File: config.mk
export PLATFORM = sky130hd
export DESIGN_NAME = bcod_decoder
export DESIGN_NICKNAME = d
export VERILOG_FILES = /design/src/logic/bcod_pkg.sv /design/src/logic/bcod_decoder.sv
export SDC_FILE = /design/constraint.sdc
export NUM_CORES = 1
export LEC_CHECK = 0
export BUFFER_PORTS_ARGS = -buffer_cell sky130_fd_sc_hd__buf_2
export CAP_MARGIN = 30
export CORE_ASPECT_RATIO = 1.4
export CORE_MARGIN = 2
export CORE_UTILIZATION = 47
export CTS_CLUSTER_DIAMETER = 30
export DETAILED_ROUTE_END_ITERATION = 7
export PLACE_DENSITY_LB_ADDON = 0.25
export RECOVER_POWER = 50
export SKIP_CTS_REPAIR_TIMING = 1
export SYNTH_ARGS = -nofsm -noshare
export SYNTH_HDL_FRONTEND = slang
export SYNTH_SLANG_ARGS = --single-unit
export TNS_END_PERCENT = 1
File: constraint.sdc
create_clock -name CORE_CLK_I -period 2.1 [get_ports CORE_CLK_I]
set_input_delay 0.105 -clock CORE_CLK_I [delete_from_list [all_inputs] [get_ports CORE_CLK_I]]
set_output_delay 0.105 -clock CORE_CLK_I [all_outputs]
set_load 0.05 [all_outputs]
File: src/logic/bcod_pkg.sv
/*
  package for the branch condition and opcode decoder: condition selectors,
  opcode low nibbles, flag positions and reset values.
  assumes nothing beyond a SystemVerilog compiler.
*/
package bcod_pkg;
  // condition selectors
  localparam logic [3:0] BSEL_NEVER = 4'h0;
  localparam logic [3:0] BSEL_SIGNED_BELOW = 4'h1;
  localparam logic [3:0] BSEL_SIGNED_BELOW_OR_SAME = 4'h2;
  localparam logic [3:0] BSEL_UNSIGNED_BELOW_OR_SAME = 4'h3;
  localparam logic [3:0] BSEL_OVERFLOW = 4'h4;
  localparam logic [3:0] BSEL_MINUS = 4'h5;
  localparam logic [3:0] BSEL_ZERO = 4'h6;
  localparam logic [3:0] BSEL_CARRY = 4'h7;
  localparam logic [3:0] BSEL_ALWAYS = 4'h8;
  localparam logic [3:0] BSEL_SIGNED_ABOVE_OR_SAME = 4'h9;
  localparam logic [3:0] BSEL_SIGNED_ABOVE = 4'hA;
  localparam logic [3:0] BSEL_UNSIGNED_ABOVE = 4'hB;
  localparam logic [3:0] BSEL_NO_OVERFLOW_TEST = 4'hC;
  localparam logic [3:0] BSEL_PLUS = 4'hD;
  localparam logic [3:0] BSEL_NONZERO_TEST = 4'hE;
  localparam logic [3:0] BSEL_NO_CARRY = 4'hF;
  // opcode fields
  localparam int SEL_HI = 7;
  localparam int SEL_LO = 4;
  localparam logic [3:0] LO_DEC_BRANCH = 4'hA;
  localparam logic [3:0] LO_REL_JUMP = 4'hB;
  localparam logic [3:0] LO_ABS_JUMP = 4'hD;
  localparam logic [7:0] OP_TRAP = 8'hF2;
  localparam logic [3:0] HI_XOR = 4'hB;
  localparam logic [3:0] HI_SUB_BORROW = 4'h3;
  localparam logic [3:0] LO_ALU_FIRST = 4'h2;
  localparam logic [3:0] LO_ALU_LAST = 4'h7;
  // flag byte layout: C Z S V D H
  localparam int FLAG_C = 7;
  localparam int FLAG_Z = 6;
  localparam int FLAG_S = 5;
  localparam int FLAG_V = 4;
  localparam int FLAG_D = 3;
  localparam int FLAG_H = 2;
  // stack pointer steps for trap
  localparam logic [15:0] TRAP_PC_STEP = 16'h0002;
  localparam logic [15:0] TRAP_FLAG_STEP = 16'h0001;
  // reset values
  localparam logic [15:0] PC_RESET = 16'h0000;
  localparam logic [15:0] SP_RESET = 16'h0000;
  localparam logic [7:0] FLAGS_RESET = 8'h00;
  localparam logic [7:0] BYTE_RESET = 8'h00;
  // trap sequencer states, gray coded
  typedef enum logic [1:0] {
    BCOD_IDLE = 2'b00,
    BCOD_PUSH_PC = 2'b01,
    BCOD_PUSH_FLAGS = 2'b11,
    BCOD_VECTOR = 2'b10
  } bcod_state_t;
endpackage : bcod_pkg

File: src/logic/bcod_decoder.sv
/*
  branch condition evaluator and decoder for conditional jumps, decrement and
  branch, trap, exclusive-or and subtract with borrow.
  assumes the fetch stage presents a whole instruction (opcode, operands,
  displacement, destination, trap vector) with a one-cycle valid strobe and
  waits for done before the next one.
*/
`timescale 1ns/1ps
// How it works
// RULE_01: condition selector is opcode bits 7:4, sixteen flag tests.
// RULE_02: branch only when test true; 0000 never, 1000 always.
// RULE_03: 0001 S^V, 0010 Z|(S^V); 1001 and 1010 their inverses.
// RULE_04: 0011 C|Z, 0111 C, 1011 neither C nor Z, 1111 no carry.
// RULE_05: 0100 V, 0101 S, 1100/1101 inverses, 0110 Z, 1110 not Z.
// RULE_06: xD loads destination into PC when true; flags unchanged.
// RULE_07: xB adds signed displacement to PC when true; flags unchanged.
// RULE_08: xA decrements register; nonzero result adds displacement; flags kept.
// RULE_09: F2 pushes PC (SP-2), pushes flags (SP-3), loads vector into PC.
// RULE_10: B2-B7 xor into destination; Z,S follow, V cleared, C kept.
// RULE_11: 32-37 dst-src-C; C,Z,S,V,H follow result, D set to one.
// RULE_12: condition evaluation is combinational from current flags.
module bcod_decoder
  import bcod_pkg::*;
(
  // clock and reset
  input wire logic CORE_CLK_I,
  input wire logic RST_I,
  // instruction from fetch
  input wire logic INSTR_VALID_I,
  input wire logic [7:0] OPCODE_I,
  input wire logic [7:0] DST_I,
  input wire logic [7:0] SRC_I,
  input wire logic [7:0] DISP_I,
  input wire logic [15:0] DEST_ADDR_I,
  input wire logic [15:0] VECTOR_I,
  // cpu state in
  input wire logic [15:0] PC_I,
  input wire logic [15:0] SP_I,
  input wire logic [7:0] FLAGS_I,
  // results
  output logic DONE_O,
  output logic TAKEN_O,
  output logic PC_LOAD_O,
  output logic [15:0] PC_O,
  output logic SP_LOAD_O,
  output logic [15:0] SP_O,
  output logic FLAGS_LOAD_O,
  output logic [7:0] FLAGS_O,
  output logic RESULT_LOAD_O,
  output logic [7:0] RESULT_O,
  // stack writes
  output logic STACK_WR_O,
  output logic STACK_WORD_O,
  output logic [15:0] STACK_ADDR_O,
  output logic [15:0] STACK_DATA_O
);
  // condition selector and flags
  wire [3:0] sel = OPCODE_I[SEL_HI:SEL_LO]; // RULE_01
  wire [3:0] lo = OPCODE_I[3:0];
  wire c = FLAGS_I[FLAG_C];
  wire z = FLAGS_I[FLAG_Z];
  wire s = FLAGS_I[FLAG_S];
  wire v = FLAGS_I[FLAG_V];
  wire sxv = s ^ v;
  // eight base tests; the top selector bit inverts them
  wire signed_below = sxv; // RULE_03
  wire signed_below_or_same = z | sxv; // RULE_03
  wire unsigned_below_or_same = c | z; // RULE_04
  logic test; // RULE_12
  always_comb begin
    case (sel[2:0])
      3'h0: test = 1'b0; // RULE_02
      3'h1: test = signed_below; // RULE_03
      3'h2: test = signed_below_or_same; // RULE_03
      3'h3: test = unsigned_below_or_same; // RULE_04
      3'h4: test = v; // RULE_05
      3'h5: test = s; // RULE_05
      3'h6: test = z; // RULE_05
      default: test = c; // RULE_04
    endcase
  end
  wire cond_true = test ^ sel[3]; // RULE_02
  // instruction class decode
  wire go = INSTR_VALID_I;
  wire is_abs = go & (lo == LO_ABS_JUMP);
  wire is_rel = go & (lo == LO_REL_JUMP);
  wire is_decbr = go & (lo == LO_DEC_BRANCH);
  wire is_trap = go & (OPCODE_I == OP_TRAP);
  wire alu_lo = (lo >= LO_ALU_FIRST) && (lo <= LO_ALU_LAST);
  wire is_xor = go & alu_lo & (sel == HI_XOR) & ~is_trap;
  wire is_subb = go & alu_lo & (sel == HI_SUB_BORROW);
  // datapath
  wire [15:0] disp_ext = {{8{DISP_I[7]}}, DISP_I};
  wire [15:0] rel_target = PC_I + disp_ext;
  wire [7:0] dec_val = DST_I - 8'h01;
  wire decbr_nonzero = dec_val != 8'h00; // RULE_08
  wire [7:0] xor_val = DST_I ^ SRC_I; // RULE_10
  wire [8:0] subb_full = {1'b0, DST_I} - {1'b0, SRC_I} - {8'h00, c}; // RULE_11
  wire [4:0] subb_half = {1'b0, DST_I[3:0]} - {1'b0, SRC_I[3:0]} - {4'h0, c};
  wire [7:0] subb_val = subb_full[7:0];
  wire subb_ovf = (DST_I[7] ^ SRC_I[7]) & (DST_I[7] ^ subb_val[7]);
  logic [7:0] xor_flags;
  logic [7:0] subb_flags;
  always_comb begin
    xor_flags = FLAGS_I; // RULE_10
    xor_flags[FLAG_Z] = xor_val == 8'h00;
    xor_flags[FLAG_S] = xor_val[7];
    xor_flags[FLAG_V] = 1'b0;
    subb_flags = FLAGS_I; // RULE_11
    subb_flags[FLAG_C] = subb_full[8];
    subb_flags[FLAG_Z] = subb_val == 8'h00;
    subb_flags[FLAG_S] = subb_val[7];
    subb_flags[FLAG_V] = subb_ovf;
    subb_flags[FLAG_D] = 1'b1;
    subb_flags[FLAG_H] = subb_half[4];
  end
  // trap sequencer
  wire [15:0] sp_pc = SP_I - TRAP_PC_STEP; // RULE_09
  bcod_state_t state_r;
  bcod_state_t state_nxt;
  logic [15:0] sp_r;
  logic [15:0] sp_nxt;
  always_comb begin
    state_nxt = state_r;
    sp_nxt = sp_r;
    case (state_r)
      BCOD_IDLE: begin
        if (is_trap) begin
          state_nxt = BCOD_PUSH_PC;
          sp_nxt = sp_pc;
        end
      end
      BCOD_PUSH_PC: begin
        state_nxt = BCOD_PUSH_FLAGS;
        sp_nxt = sp_r - TRAP_FLAG_STEP; // RULE_09
      end
      BCOD_PUSH_FLAGS: state_nxt = BCOD_VECTOR;
      default: state_nxt = BCOD_IDLE;
    endcase
  end
  always_ff @(posedge CORE_CLK_I) begin
    if (RST_I) begin
      state_r <= BCOD_IDLE;
      sp_r <= SP_RESET;
    end else begin
      state_r <= state_nxt;
      sp_r <= sp_nxt;
    end
  end
  wire idle = state_r == BCOD_IDLE;
  wire push_pc_st = state_r == BCOD_PUSH_PC;
  wire push_fl_st = state_r == BCOD_PUSH_FLAGS;
  wire vec_st = state_r == BCOD_VECTOR;
  // trap capture of pc, flags and vector
  logic [15:0] pc_hold_r;
  logic [7:0] flags_hold_r;
  logic [15:0] vec_r;
  wire capture = is_trap & idle;
  always_ff @(posedge CORE_CLK_I) begin
    if (RST_I) begin
      pc_hold_r <= PC_RESET;
      flags_hold_r <= FLAGS_RESET;
      vec_r <= PC_RESET;
    end else if (capture) begin
      pc_hold_r <= PC_I;
      flags_hold_r <= FLAGS_I;
      vec_r <= VECTOR_I;
    end
  end
  // branch decisions
  wire take_abs = is_abs & cond_true; // RULE_06
  wire take_rel = is_rel & cond_true; // RULE_07
  wire take_decbr = is_decbr & decbr_nonzero; // RULE_08
  // next values of the outputs
  wire done_nxt = (idle & go & ~is_trap) | vec_st;
  wire taken_nxt = idle & (take_abs | take_rel | take_decbr);
  wire pc_load_nxt = taken_nxt | vec_st;
  wire [15:0] pc_nxt = vec_st ? vec_r : (take_abs ? DEST_ADDR_I : rel_target); // RULE_09
  wire flags_load_nxt = idle & (is_xor | is_subb);
  wire [7:0] flags_nxt = is_subb ? subb_flags : xor_flags;
  wire result_load_nxt = idle & (is_xor | is_subb | is_decbr); // RULE_08
  wire [7:0] result_nxt = is_subb ? subb_val : (is_decbr ? dec_val : xor_val);
  wire stack_wr_nxt = push_pc_st | push_fl_st; // RULE_09
  wire [15:0] stack_data_nxt = push_pc_st ? pc_hold_r : {8'h00, flags_hold_r};
  // strobes
  always_ff @(posedge CORE_CLK_I) begin
    if (RST_I) begin
      DONE_O <= 1'b0;
      TAKEN_O <= 1'b0;
      PC_LOAD_O <= 1'b0;
      SP_LOAD_O <= 1'b0;
      FLAGS_LOAD_O <= 1'b0;
      RESULT_LOAD_O <= 1'b0;
      STACK_WR_O <= 1'b0;
      STACK_WORD_O <= 1'b0;
    end else begin
      DONE_O <= done_nxt;
      TAKEN_O <= taken_nxt;
      PC_LOAD_O <= pc_load_nxt;
      SP_LOAD_O <= vec_st;
      FLAGS_LOAD_O <= flags_load_nxt;
      RESULT_LOAD_O <= result_load_nxt;
      STACK_WR_O <= stack_wr_nxt;
      STACK_WORD_O <= push_pc_st;
    end
  end
  // data outputs
  always_ff @(posedge CORE_CLK_I) begin
    if (RST_I) begin
      PC_O <= PC_RESET;
      SP_O <= SP_RESET;
      FLAGS_O <= FLAGS_RESET;
      RESULT_O <= BYTE_RESET;
      STACK_ADDR_O <= SP_RESET;
      STACK_DATA_O <= PC_RESET;
    end else begin
      PC_O <= pc_nxt;
      SP_O <= sp_r;
      FLAGS_O <= flags_nxt;
      RESULT_O <= result_nxt;
      STACK_ADDR_O <= sp_r;
      STACK_DATA_O <= stack_data_nxt;
    end
  end
endmodule : bcod_decoder

==> out/summary.txt, run 1 <==
post-detail-place hpwl = 13,100 um
Post-Syn Instances = 815
period utilization = 99.9%
Setup CP Type = reg -> reg
Routed Antenna Nets = 0
P&R area growth vs syn = 38.2%
switching part of the total = 27.0%
Reg-to-Reg Start = sp_r[0]$_SDFFE_PP0P_
max_slew headroom = 58.0%
Final Hold Viols = 1
DR pass1 iterations = 5
crit end category = flop
Post-synth top flop = dfxtp_1
hold endpoint = PC_O[5]$_SDFF_PP0_
FF+latch count, synth = 130
syn nets = 958
DRC Markers = 0
register area share after synthesis = 39.4%
leading area contributor after synthesis = dfxtp_1
most frequent cells in the layout = buf_2, nand2_1, dfxtp_1, a21oi_1, nor2_1
Ports = 195
placed cell areas = 7970 um2
worst skew pair latency = 0.41 ns
Core ar. = 13,800 um2
post-detailed-route wirelength per cell = 14.5 um
cts bufs inserted = 17
Clock Tree Buf Depth = 2
EDFF count, synth = 0
startpoint types = flop
Combinational Power Share = 18.3%
Max Cap Violations = 0
final WL = 18,500 um
Worst EP arrival = 2.45 ns
gr usage total = 23.5%
chip width = 104 um
PD cells = 763 nW/um2
vias per cell = 5.19
R2R Setup Slk = 0.001 ns
worst slew pin tran = 0.629 ns
Max Fclk = 476 MHz
failing checks = negative hold slack
hold_ws = -0.0332 ns
initial antenna violation count = 0
Crit Path Max Fanout = 5
Synth top area share = 39.4%
gr ovfl total = 0
Iteration-0 DRC Markers = 252
FF-to-FF End = sp_r[13]$_SDFFE_PP0P_
Netlist cell types = 65
Finished Cell Area = 9130 um2
fraction of registers with async set/reset = 0%
CTS root buf = clkbuf_16
final clock skew = 0.00558 ns
first-pass GRT wire length = 28,200 um
Max Transition Viols Final = 0
worst r2r path cells = 7
largest net degree at the start of global routing = 59
clk sinks = 130
port bufs = 194
HP Start = DEST_ADDR_I[5]
P_sw = 1.88 mW
Die Y = 144 um
Final #Nets = 1,219
H-tree depth = 4
post-layout util = 65.9%
run status = complete, but fails checks
synthesized area per cell = 8.10 um2
Setup Viol. Count Final = 0
yosys warns = 0
internal power = 5.08 mW
peak supply drop = 413 uV
Worst Hold Depth = 3
row cnt = 51
most common cell after layout, fill and taps aside = buf_2
Req. time, crit path = 2.45 ns
routability cong. = 0.871
Setup TNS Final = 0 ns
synthesized area = 6600 um2
clock transition at the registers of the reported paths = 0.06 ns
clock power share = 45.1%
vias in the first global route = 5,960
share of cells above drive strength 1 = 27.3%
Area contributors post-synth = dfxtp_1, nand2_1, a21oi_1
Period minus WS final = 2.10 ns
die area = 15,000 um2
Starting Density = 47.7%
Leak = 4.16 nW
via count = 6,607
Seq pwr share = 36.7%
n_diodes = 0
RSZ-0062 raised after global routing = true
HP Class = in -> reg
TritonCTS clock tree = done
[kinds of logic (layout without fill, tap and decap cells)]
| group | Yosys count | in the layout | synth area share (%) |
|---|---|---|---|
| and+or+nand+nor | 305 | 305 | 21.3 |
| AOI/OAI and AO/OA | 196 | 196 | 17.9 |
| xor gates and xnor gates | 48 | 48 | 6.37 |
| DFF | 130 | 130 | 39.4 |
| adders and majority gates | 36 | 36 | 7.16 |
| buffers and inverters | 88 | 362 | 6.12 |
| muxes | 12 | 12 | 1.82 |
[critical path, stage by stage, from the launching register on]
cell and delay [ns]:
dfxtp_1 0.31, or3_4 0.38, or3_4 0.34, or3_4 0.37, or3_1 0.32, a21oi_1 0.15
o21ai_1 0.08, a21oi_2 0.10
[power groups by stage]
stage          Clock (mW)  Sequential [mW]  Combinational, mW
6_report             3.14             2.55               1.27
5_1_grt              3.31             2.56               1.38
4_1_cts              3.19             2.55               1.19
3_5_place_dp            0             2.60               1.18
3_3_place_gp            0             2.61               1.17
2_1_floorplan           0             2.84              0.546
[layout make-up]
type	count	area (um2)
Fill cell	1220	4720
Multi-Input combinational cell	597	3650
Sequential cell	130	2600
Timing Repair Buffer	295	1890
Clock buffer	18	439
Tap cell	185	231
Clock inverter	14	186
Inverter	35	131
[worst max path at each step]
stage | start | end | slack [ns] | depth (start not counted)
2_1_floorplan | SRC_I[0] | FLAGS_O[5]$_SDFF_PP0_ | 0.02 | 10
3_3_place_gp | DST_I[0] | FLAGS_O[5]$_SDFF_PP0_ | -0.28 | 11
3_5_place_dp | DST_I[0] | FLAGS_O[5]$_SDFF_PP0_ | -0.31 | 11
4_1_cts | sp_r[0]$_SDFFE_PP0P_ | sp_r[13]$_SDFFE_PP0P_ | -0.03 | 7
5_1_grt | sp_r[0]$_SDFFE_PP0P_ | sp_r[13]$_SDFFE_PP0P_ | -0.07 | 7
6_report | sp_r[0]$_SDFFE_PP0P_ | sp_r[13]$_SDFFE_PP0P_ | 0.001 | 7
[synth_stat cells, types with 10 or more instances]
| master | number |
|---|---|
| dfxtp_1 | 130 |
| inv_1 | 34 |
| buf_4 | 17 |
| o21ai_0 | 16 |
| nand2_1 | 152 |
| clkbuf_1 | 32 |
| xnor2_1 | 28 |
| a21oi_1 | 91 |
| nor2_1 | 53 |
| nor3_1 | 19 |
| a211oi_1 | 15 |
| o21ai_1 | 22 |
| xor2_1 | 20 |
| a21o_1 | 10 |
| mux2i_1 | 12 |
| ha_1 | 33 |
| nor2b_1 | 18 |
[state kept, by name (all words and copies together) (netlist names), 2 cells and up]
signal        flops
state_r           2
STACK_ADDR_O     16
flags_hold_r      8
STACK_DATA_O     16
vec_r            16
RESULT_O          8
pc_hold_r        16
FLAGS_O           8
sp_r             16
PC_O             16
[per-layer routing]
layer  share of wire [%]  global-route usage [%]
met3                 5.6                    5.50
met1                  40                    26.2
met4                 2.4                    9.96
met5                   0                       0
met2                  52                    42.9
[through the flow]
stage,power [mW],setup slack (ns),instances
global route,7.24,-0.0721,1274
CTS,6.93,-0.0309,1224
floorplan,3.39,0.0250,815
detailed placement,3.79,-0.309,1192
global placement,3.78,-0.277,1192
finish,6.96,0.00110,1274
Note: power is estimated with default switching activity, not from simulation.
==> run 2, diff against run 1 <==
- ABC_AREA: unset -> 1
- CORE_UTILIZATION: 47 -> 48
- CTS_CLUSTER_DIAMETER: 30 -> 120
==> run 2 against run 1 <==
The run still ends with negative hold slack left. First-iteration DRC count grew 7.5%. Non-clock buffer count shrank 60. Register-to-register slack gained 0.36 ns. Flip-flop and latch count unchanged. Clock skew rose by 0.0045 ns. Sequential power barely moved. Synthesized area is 11% higher. Synthesized cell count increased by 35%. Core utilization down 4.7 points. Largest power group unchanged. Highest routed layer unchanged.
==> out/summary.txt, run 2 <==
run status = complete, but fails checks
failing checks = negative hold slack
Post-synth top flop = dfxtp_1
post-layout util = 61.2% (-4.7 points)
cts bufs inserted = 17 (unchanged)
peak supply drop = 651 uV (+58%)
clock transition at the registers of the reported paths = 0.06 ns (about the same)
EDFF count, synth = 0 (unchanged)
DR pass1 iterations = 5 (unchanged)
Post-Syn Instances = 1,099 (+35%)
most common cell after layout, fill and taps aside = nand2_1
die area = 16,300 um2 (+8.3%)
P&R area growth vs syn = 25.2%
R2R Setup Slk = 0.36 ns (+0.36 ns)
clk sinks = 130 (unchanged)
Final #Nets = 1,452 (+19%)
Combinational Power Share = 18.4% (about the same)
chip width = 108 um (+4.0%)
via count = 7,538 (+14%)
worst slew pin tran = 0.852 ns (+0.223 ns)
switching part of the total = 29.8% (+2.8 points)
final WL = 21,100 um (+14%)
clock power share = 45.8% (+0.7 points)
share of cells above drive strength 1 = 12.7% (-15 points)
vias in the first global route = 6,934 (+16%)
Setup Viol. Count Final = 0 (unchanged)
Worst path most repeated cell = nand2_1
worst skew pair latency = 0.43 ns (+0.02 ns)
Layout fillers = 1,501 (+23%)
leading area contributor after synthesis = dfxtp_1
Leak = 4.66 nW (+12%)
Area contributors post-synth = dfxtp_1, nand2_1, inv_1
P_sw = 2.13 mW (+14%)
Core ar. = 15,000 um2 (+8.2%)
post-detailed-route wirelength per cell = 13.9 um (-4.1%)
crit end category = flop
Synth top area share = 35.5% (-3.9 points)
Starting Density = 48.9% (+1.2 points)
Netlist cell types = 37 (-43%)
placed cell areas = 8320 um2 (+4.3%)
register area share after synthesis = 35.5% (-3.9 points)
Setup TNS Final = 0 ns (unchanged)
Die Y = 150 um (+4.1%)
row cnt = 53 (+3.9%)
initial antenna violation count = 0 (unchanged)
hold_ws = -0.0230 ns (+0.0102 ns)
startpoint types = input port
PD cells = 781 nW/um2 (+2.4%)
worst r2r path cells = 11 (+4)
port bufs = 194 (unchanged)
crit-path cells = dlygate4sd3_1, buf_2, ha_1, nand2_1, inv_1, a21oi_1, nand2_1, nand2_1, nand3_1, nand2_1, nand2_1, nand3_1, nand2_1
period utilization = 84.3% (-16 points)
CP peak stage delay = 0.54 ns (+0.16 ns)
HP Class = in -> reg
gr usage total = 25.6% (+2.1 points)
Final Hold Viols = 7 (+6)
Routed Antenna Nets = 0 (unchanged)
TritonCTS clock tree = done
crit path from = PC_I[6]
Reg-to-Reg Start = sp_r[1]$_SDFFE_PP0P_
H-tree depth = 4 (unchanged)
first-pass GRT wire length = 32,400 um (+15%)
Iteration-0 DRC Markers = 271 (+7.5%)
top-count cell post-synth = nand2_1
Ports = 195 (unchanged)
most frequent cells in the layout = nand2_1, inv_1, nor2_1, dfxtp_1, buf_2
Max Cap Violations = 0 (unchanged)
routability cong. = 0.945 (+8.4%)
n_diodes = 0 (unchanged)
FF-to-FF End = sp_r[10]$_SDFFE_PP0P_
vias per cell = 4.98 (-4.0%)
RSZ-0062 raised after global routing = false
Req. time, crit path = 2.41 ns (-0.04 ns)
DRC Markers = 0 (unchanged)
Max Transition Viols Final = 0 (unchanged)
Clock Tree Buf Depth = 2 (unchanged)
Seq pwr share = 35.7% (-1.0 points)
Commonest cells post-synth = nand2_1, inv_1, nor2_1, dfxtp_1, nand3_1
post-detail-place hpwl = 16,100 um (+23%)
final clock skew = 0.0101 ns (+0.00447 ns)
Setup CP Type = in -> reg
Worst Setup EP = PC_O[15]$_SDFF_PP0_
FF+latch count, synth = 130 (unchanged)
internal power = 5.03 mW (-1.1%)
largest net degree at the start of global routing = 52 (-12%)
synthesized area per cell = 6.66 um2 (-18%)
CTS root buf = clkbuf_16
crit path max-delay cell type = dlygate4sd3_1
Worst EP arrival = 2.08 ns (-0.37 ns)
max_slew headroom = 43.1% (-15 points)
gr ovfl total = 0 (unchanged)
Finished Cell Area = 9170 um2 (+0.45%)
Period minus WS final = 1.77 ns (-0.329 ns)
Crit Path Max Fanout = 4 (-1)
fraction of registers with async set/reset = 0% (unchanged)
Max Fclk = 565 MHz (+19%)
synthesized area = 7320 um2 (+11%)
yosys warns = 0 (unchanged)
syn nets = 1,242 (+30%)
-- run 2: layout make-up --
class	count	area (um2)	area share (%)
clock buffer	18	439	4.79
clock inverter	14	214	2.33
inverter	173	649	7.08
multi-input combinational	752	3780	41.2
sequential	130	2600	28.4
tap	192	240	2.62
timing repair buffer	235	1240	13.6
-- run 2: critical path, delay by kind of cell --
| kind | cells | cell delay [ns] |
|---|---|---|
| buffers and inverters | 3 | 0.73 |
| adders and majority gates | 1 | 0.34 |
| AOI/OAI and AO/OA | 1 | 0.14 |
| and+or+nand+nor | 8 | 0.75 |
-- run 2: logic make-up (layout without fill, tap and decap cells) --
group	Yosys count	after routing	synth area share, %
AO/OA/AOI/OAI	149	149	10.6
XOR/XNOR	16	16	1.91
adder cells (fa/ha/maj)	36	36	6.46
buffers and inverters	217	440	12.9
flip-flops	130	130	35.5
AND/OR/NAND/NOR	551	551	32.6
-- run 2: worst min-delay path by stage --
stage / slack (ns) / to / from / depth (start not counted)
2_1_floorplan: 0.22 / FLAGS_O[2]$_SDFF_PP0_ / FLAGS_I[2] / 2
3_3_place_gp: 0.33 / vec_r[13]$_SDFFE_PP0P_ / VECTOR_I[13] / 3
3_5_place_dp: 0.33 / vec_r[13]$_SDFFE_PP0P_ / VECTOR_I[13] / 3
4_1_cts: -0.11 / vec_r[13]$_SDFFE_PP0P_ / VECTOR_I[13] / 3
5_1_grt: 0.003 / pc_hold_r[4]$_SDFFE_PP0P_ / PC_I[4] / 3
6_report: -0.02 / pc_hold_r[14]$_SDFFE_PP0P_ / PC_I[14] / 3
-- run 2: stage by stage --
stage	setup slack, ns	cells	total power, mW
6_report	0.330	1514	7.16
5_1_grt	0.0946	1514	7.48
4_1_cts	0.341	1483	7.19
3_5_place_dp	0.106	1451	3.90
3_3_place_gp	0.129	1451	3.90
2_1_floorplan	0.430	1099	3.51
-- run 2: layer usage --
metal  vias up  global-route usage, %  wire, um  part of all wire (%)
met1      3345                   27.8      8140                    39
met3        53                   5.28      1160                   5.5
li1       3890                      -         -                     -
met4         0                   12.0       739                   3.5
met2       250                   47.1     11000                    52
met5         -                      0         0                     0
-- run 2: power groups by stage --
stage	Clock, mW	Combinational, mW	Sequential (mW)
2_1_floorplan	0	0.662	2.84
3_3_place_gp	0	1.29	2.61
3_5_place_dp	0	1.29	2.61
4_1_cts	3.34	1.30	2.56
5_1_grt	3.45	1.46	2.57
6_report	3.28	1.32	2.56
==> run 3, diff against run 2 <==
- clock period: 2.1 -> 1.6 ns (I/O delays scaled with it)
==> run 3 against run 2 <==
The run still ends with negative hold slack left. Wire length up 2.6%. Sequential share of layout area down 2.0 points. Sequential power up 31%. Final cell count up 4.9%. Core utilization up 4.5 points. First-iteration DRC count up 13%. Register-to-register slack worse by 0.28 ns. Clock power up 30%. Flip-flop and latch count unchanged. Count of clock-buffer cells in the layout down 1. Die area unchanged. Critical path type is now reg -> reg. Highest routed layer unchanged.
==> out/summary.txt, run 3 (same netlist as run 2, synthesis figures left out) <==
Ports = 195 (unchanged)
worst r2r path cells = 12 (+1)
TritonCTS clock tree = done
R2R Setup Slk = 0.08 ns (-0.28 ns)
period utilization = 95.1%
Worst Hold Depth = 3 (unchanged)
Met2 Wirelength = 11,200 um (+1.7%)
Final WS setup = 0.0785 ns (-0.251 ns)
failing checks = negative hold slack
n_diodes = 0 (unchanged)
vias per cell = 4.90 (-1.6%)
HP Start = PC_I[9]
hold endpoint = pc_hold_r[9]$_SDFFE_PP0P_
Starting Density = 48.9% (unchanged)
Final #Nets = 1,526 (+5.1%)
most common cell after layout, fill and taps aside = nand2_1
metal1 wirelength = 8330 um (+2.3%)
most frequent cells in the layout = nand2_1, inv_1, nor2_1, dfxtp_1, buf_2
Iteration-0 DRC Markers = 307 (+13%)
run status = complete, but fails checks
hold_ws = -0.0610 ns (-0.0380 ns)
peak supply drop = 702 uV (+7.9%)
placed cell areas = 8900 um2 (+7.0%)
FF-to-FF End = sp_r[4]$_SDFFE_PP0P_
H-tree depth = 4 (unchanged)
final WL = 21,600 um (+2.6%)
vias in the first global route = 7,346 (+5.9%)
final clock skew = 0.00817 ns (-0.00188 ns)
startpoint types = flop
Routed Antenna Nets = 0 (unchanged)
gr usage total = 26.8% (+1.1 points)
Leak = 5.06 nW (+8.6%)
post-detailed-route wirelength per cell = 13.6 um (-2.2%)
Max Fclk = 657 MHz
met3 wire len = 1110 um (-4.0%)
chip width = 108 um (unchanged)
routability cong. = 0.911 (-3.6%)
CTS root buf = clkbuf_16
cts bufs inserted = 17 (unchanged)
worst slew pin tran = 0.625 ns (-0.227 ns)
Worst EP arrival = 1.84 ns (-0.24 ns)
clk sinks = 130 (unchanged)
Reg-to-Reg Start = sp_r[1]$_SDFFE_PP0P_
HP Class = in -> reg
max_slew headroom = 58.5% (+15 points)
die area = 16,300 um2 (unchanged)
via count = 7,779 (+3.2%)
largest net degree at the start of global routing = 45 (-13%)
PD cells = 976 nW/um2 (+25%)
Setup Viol. Count Final = 0 (unchanged)
Max Cap Violations = 0 (unchanged)
initial antenna violation count = 0 (unchanged)
port bufs = 194 (unchanged)
DRC Markers = 0 (unchanged)
Die Y = 150 um (unchanged)
Req. time, crit path = 1.92 ns (-0.49 ns)
gr ovfl total = 0 (unchanged)
clock transition at the registers of the reported paths = 0.06 ns (about the same)
pre-CTS setup slack = -0.381 ns (-0.487 ns)
P&R area growth vs syn = 34.5%
Clock Tree Buf Depth = 2 (unchanged)
DR pass1 iterations = 6 (+1)
worst skew pair latency = 0.43 ns (about the same)
Max Transition Viols Final = 0 (unchanged)
Core ar. = 15,000 um2 (unchanged)
share of cells above drive strength 1 = 18.6% (+5.8 points)
Setup CP Type = reg -> reg
first-pass GRT wire length = 33,800 um (+4.4%)
row cnt = 53 (unchanged)
uppermost layer routed = met4
Finished Cell Area = 9850 um2 (+7.4%)
Crit Path Max Fanout = 3 (-1)
RSZ-0062 raised after global routing = true
Final Hold Viols = 12 (+5)
crit end category = flop
post-detail-place hpwl = 16,600 um (+3.1%)
Period minus WS final = 1.52 ns
run 3: critical path: stages, from the launching register on:
cell,delay (ns)
dfxtp_1,0.32
inv_1,0.08
ha_1,0.15
nand2_1,0.09
nor2_2,0.14
inv_1,0.07
buf_4,0.13
nand2_1,0.05
nand3_1,0.06
o21ai_0,0.12
nand2_1,0.07
o21ai_0,0.08
inv_1,0.05
run 3: cell type report:
cell class                      count  area, um2
Sequential cell                   130       2600
Tap cell                          192        240
Clock buffer                       17        425
Clock inverter                     15        220
Timing Repair Buffer              309       1870
Fill cell                        1433       5140
Inverter                          173        652
Multi-Input combinational cell    752       3840
run 3: routing by layer:
layer / track usage (%) / vias up
met2: 48.8 / 241
met1: 28.3 / 3443
li1: - / 4031
met5: 0 / -
met3: 6.32 / 64
met4: 13.8 / 0
run 3: power by group:
part	total [mW]	internal, mW	switching [mW]	leakage [nW]
clock	4.28	2.66	1.62	0.318
sequential	3.36	3.33	0.0318	1.06
combinational	1.97	0.739	1.23	3.68
total	9.61	6.73	2.89	5.06
run 3: metrics by stage:
stage / hold slack (ns) / instances / setup TNS [ns] / util [%] / total power [mW]
2_1_floorplan: 0.193 / 1099 / -0.131 / - / 4.60
3_3_place_gp: 0.302 / 1522 / -3.18 / 59.4 / 5.30
3_5_place_dp: 0.308 / 1522 / -3.59 / 59.4 / 5.31
4_1_cts: -0.137 / 1554 / 0 / 63.7 / 9.58
5_1_grt: 0.000736 / 1588 / -0.0941 / 65.7 / 10.0
6_report: -0.0610 / 1588 / 0 / 65.7 / 9.61
run 3: worst max path at each step:
stage / slack (ns) / end / start
2_1_floorplan: -0.05 / FLAGS_O[7]$_SDFF_PP0_ / SRC_I[0]
3_3_place_gp: -0.35 / FLAGS_O[4]$_SDFF_PP0_ / DST_I[0]
3_5_place_dp: -0.38 / FLAGS_O[4]$_SDFF_PP0_ / DST_I[0]
4_1_cts: 0.06 / sp_r[4]$_SDFFE_PP0P_ / sp_r[1]$_SDFFE_PP0P_
5_1_grt: -0.04 / FLAGS_O[4]$_SDFF_PP0_ / DST_I[4]
6_report: 0.08 / sp_r[4]$_SDFFE_PP0P_ / sp_r[1]$_SDFFE_PP0P_
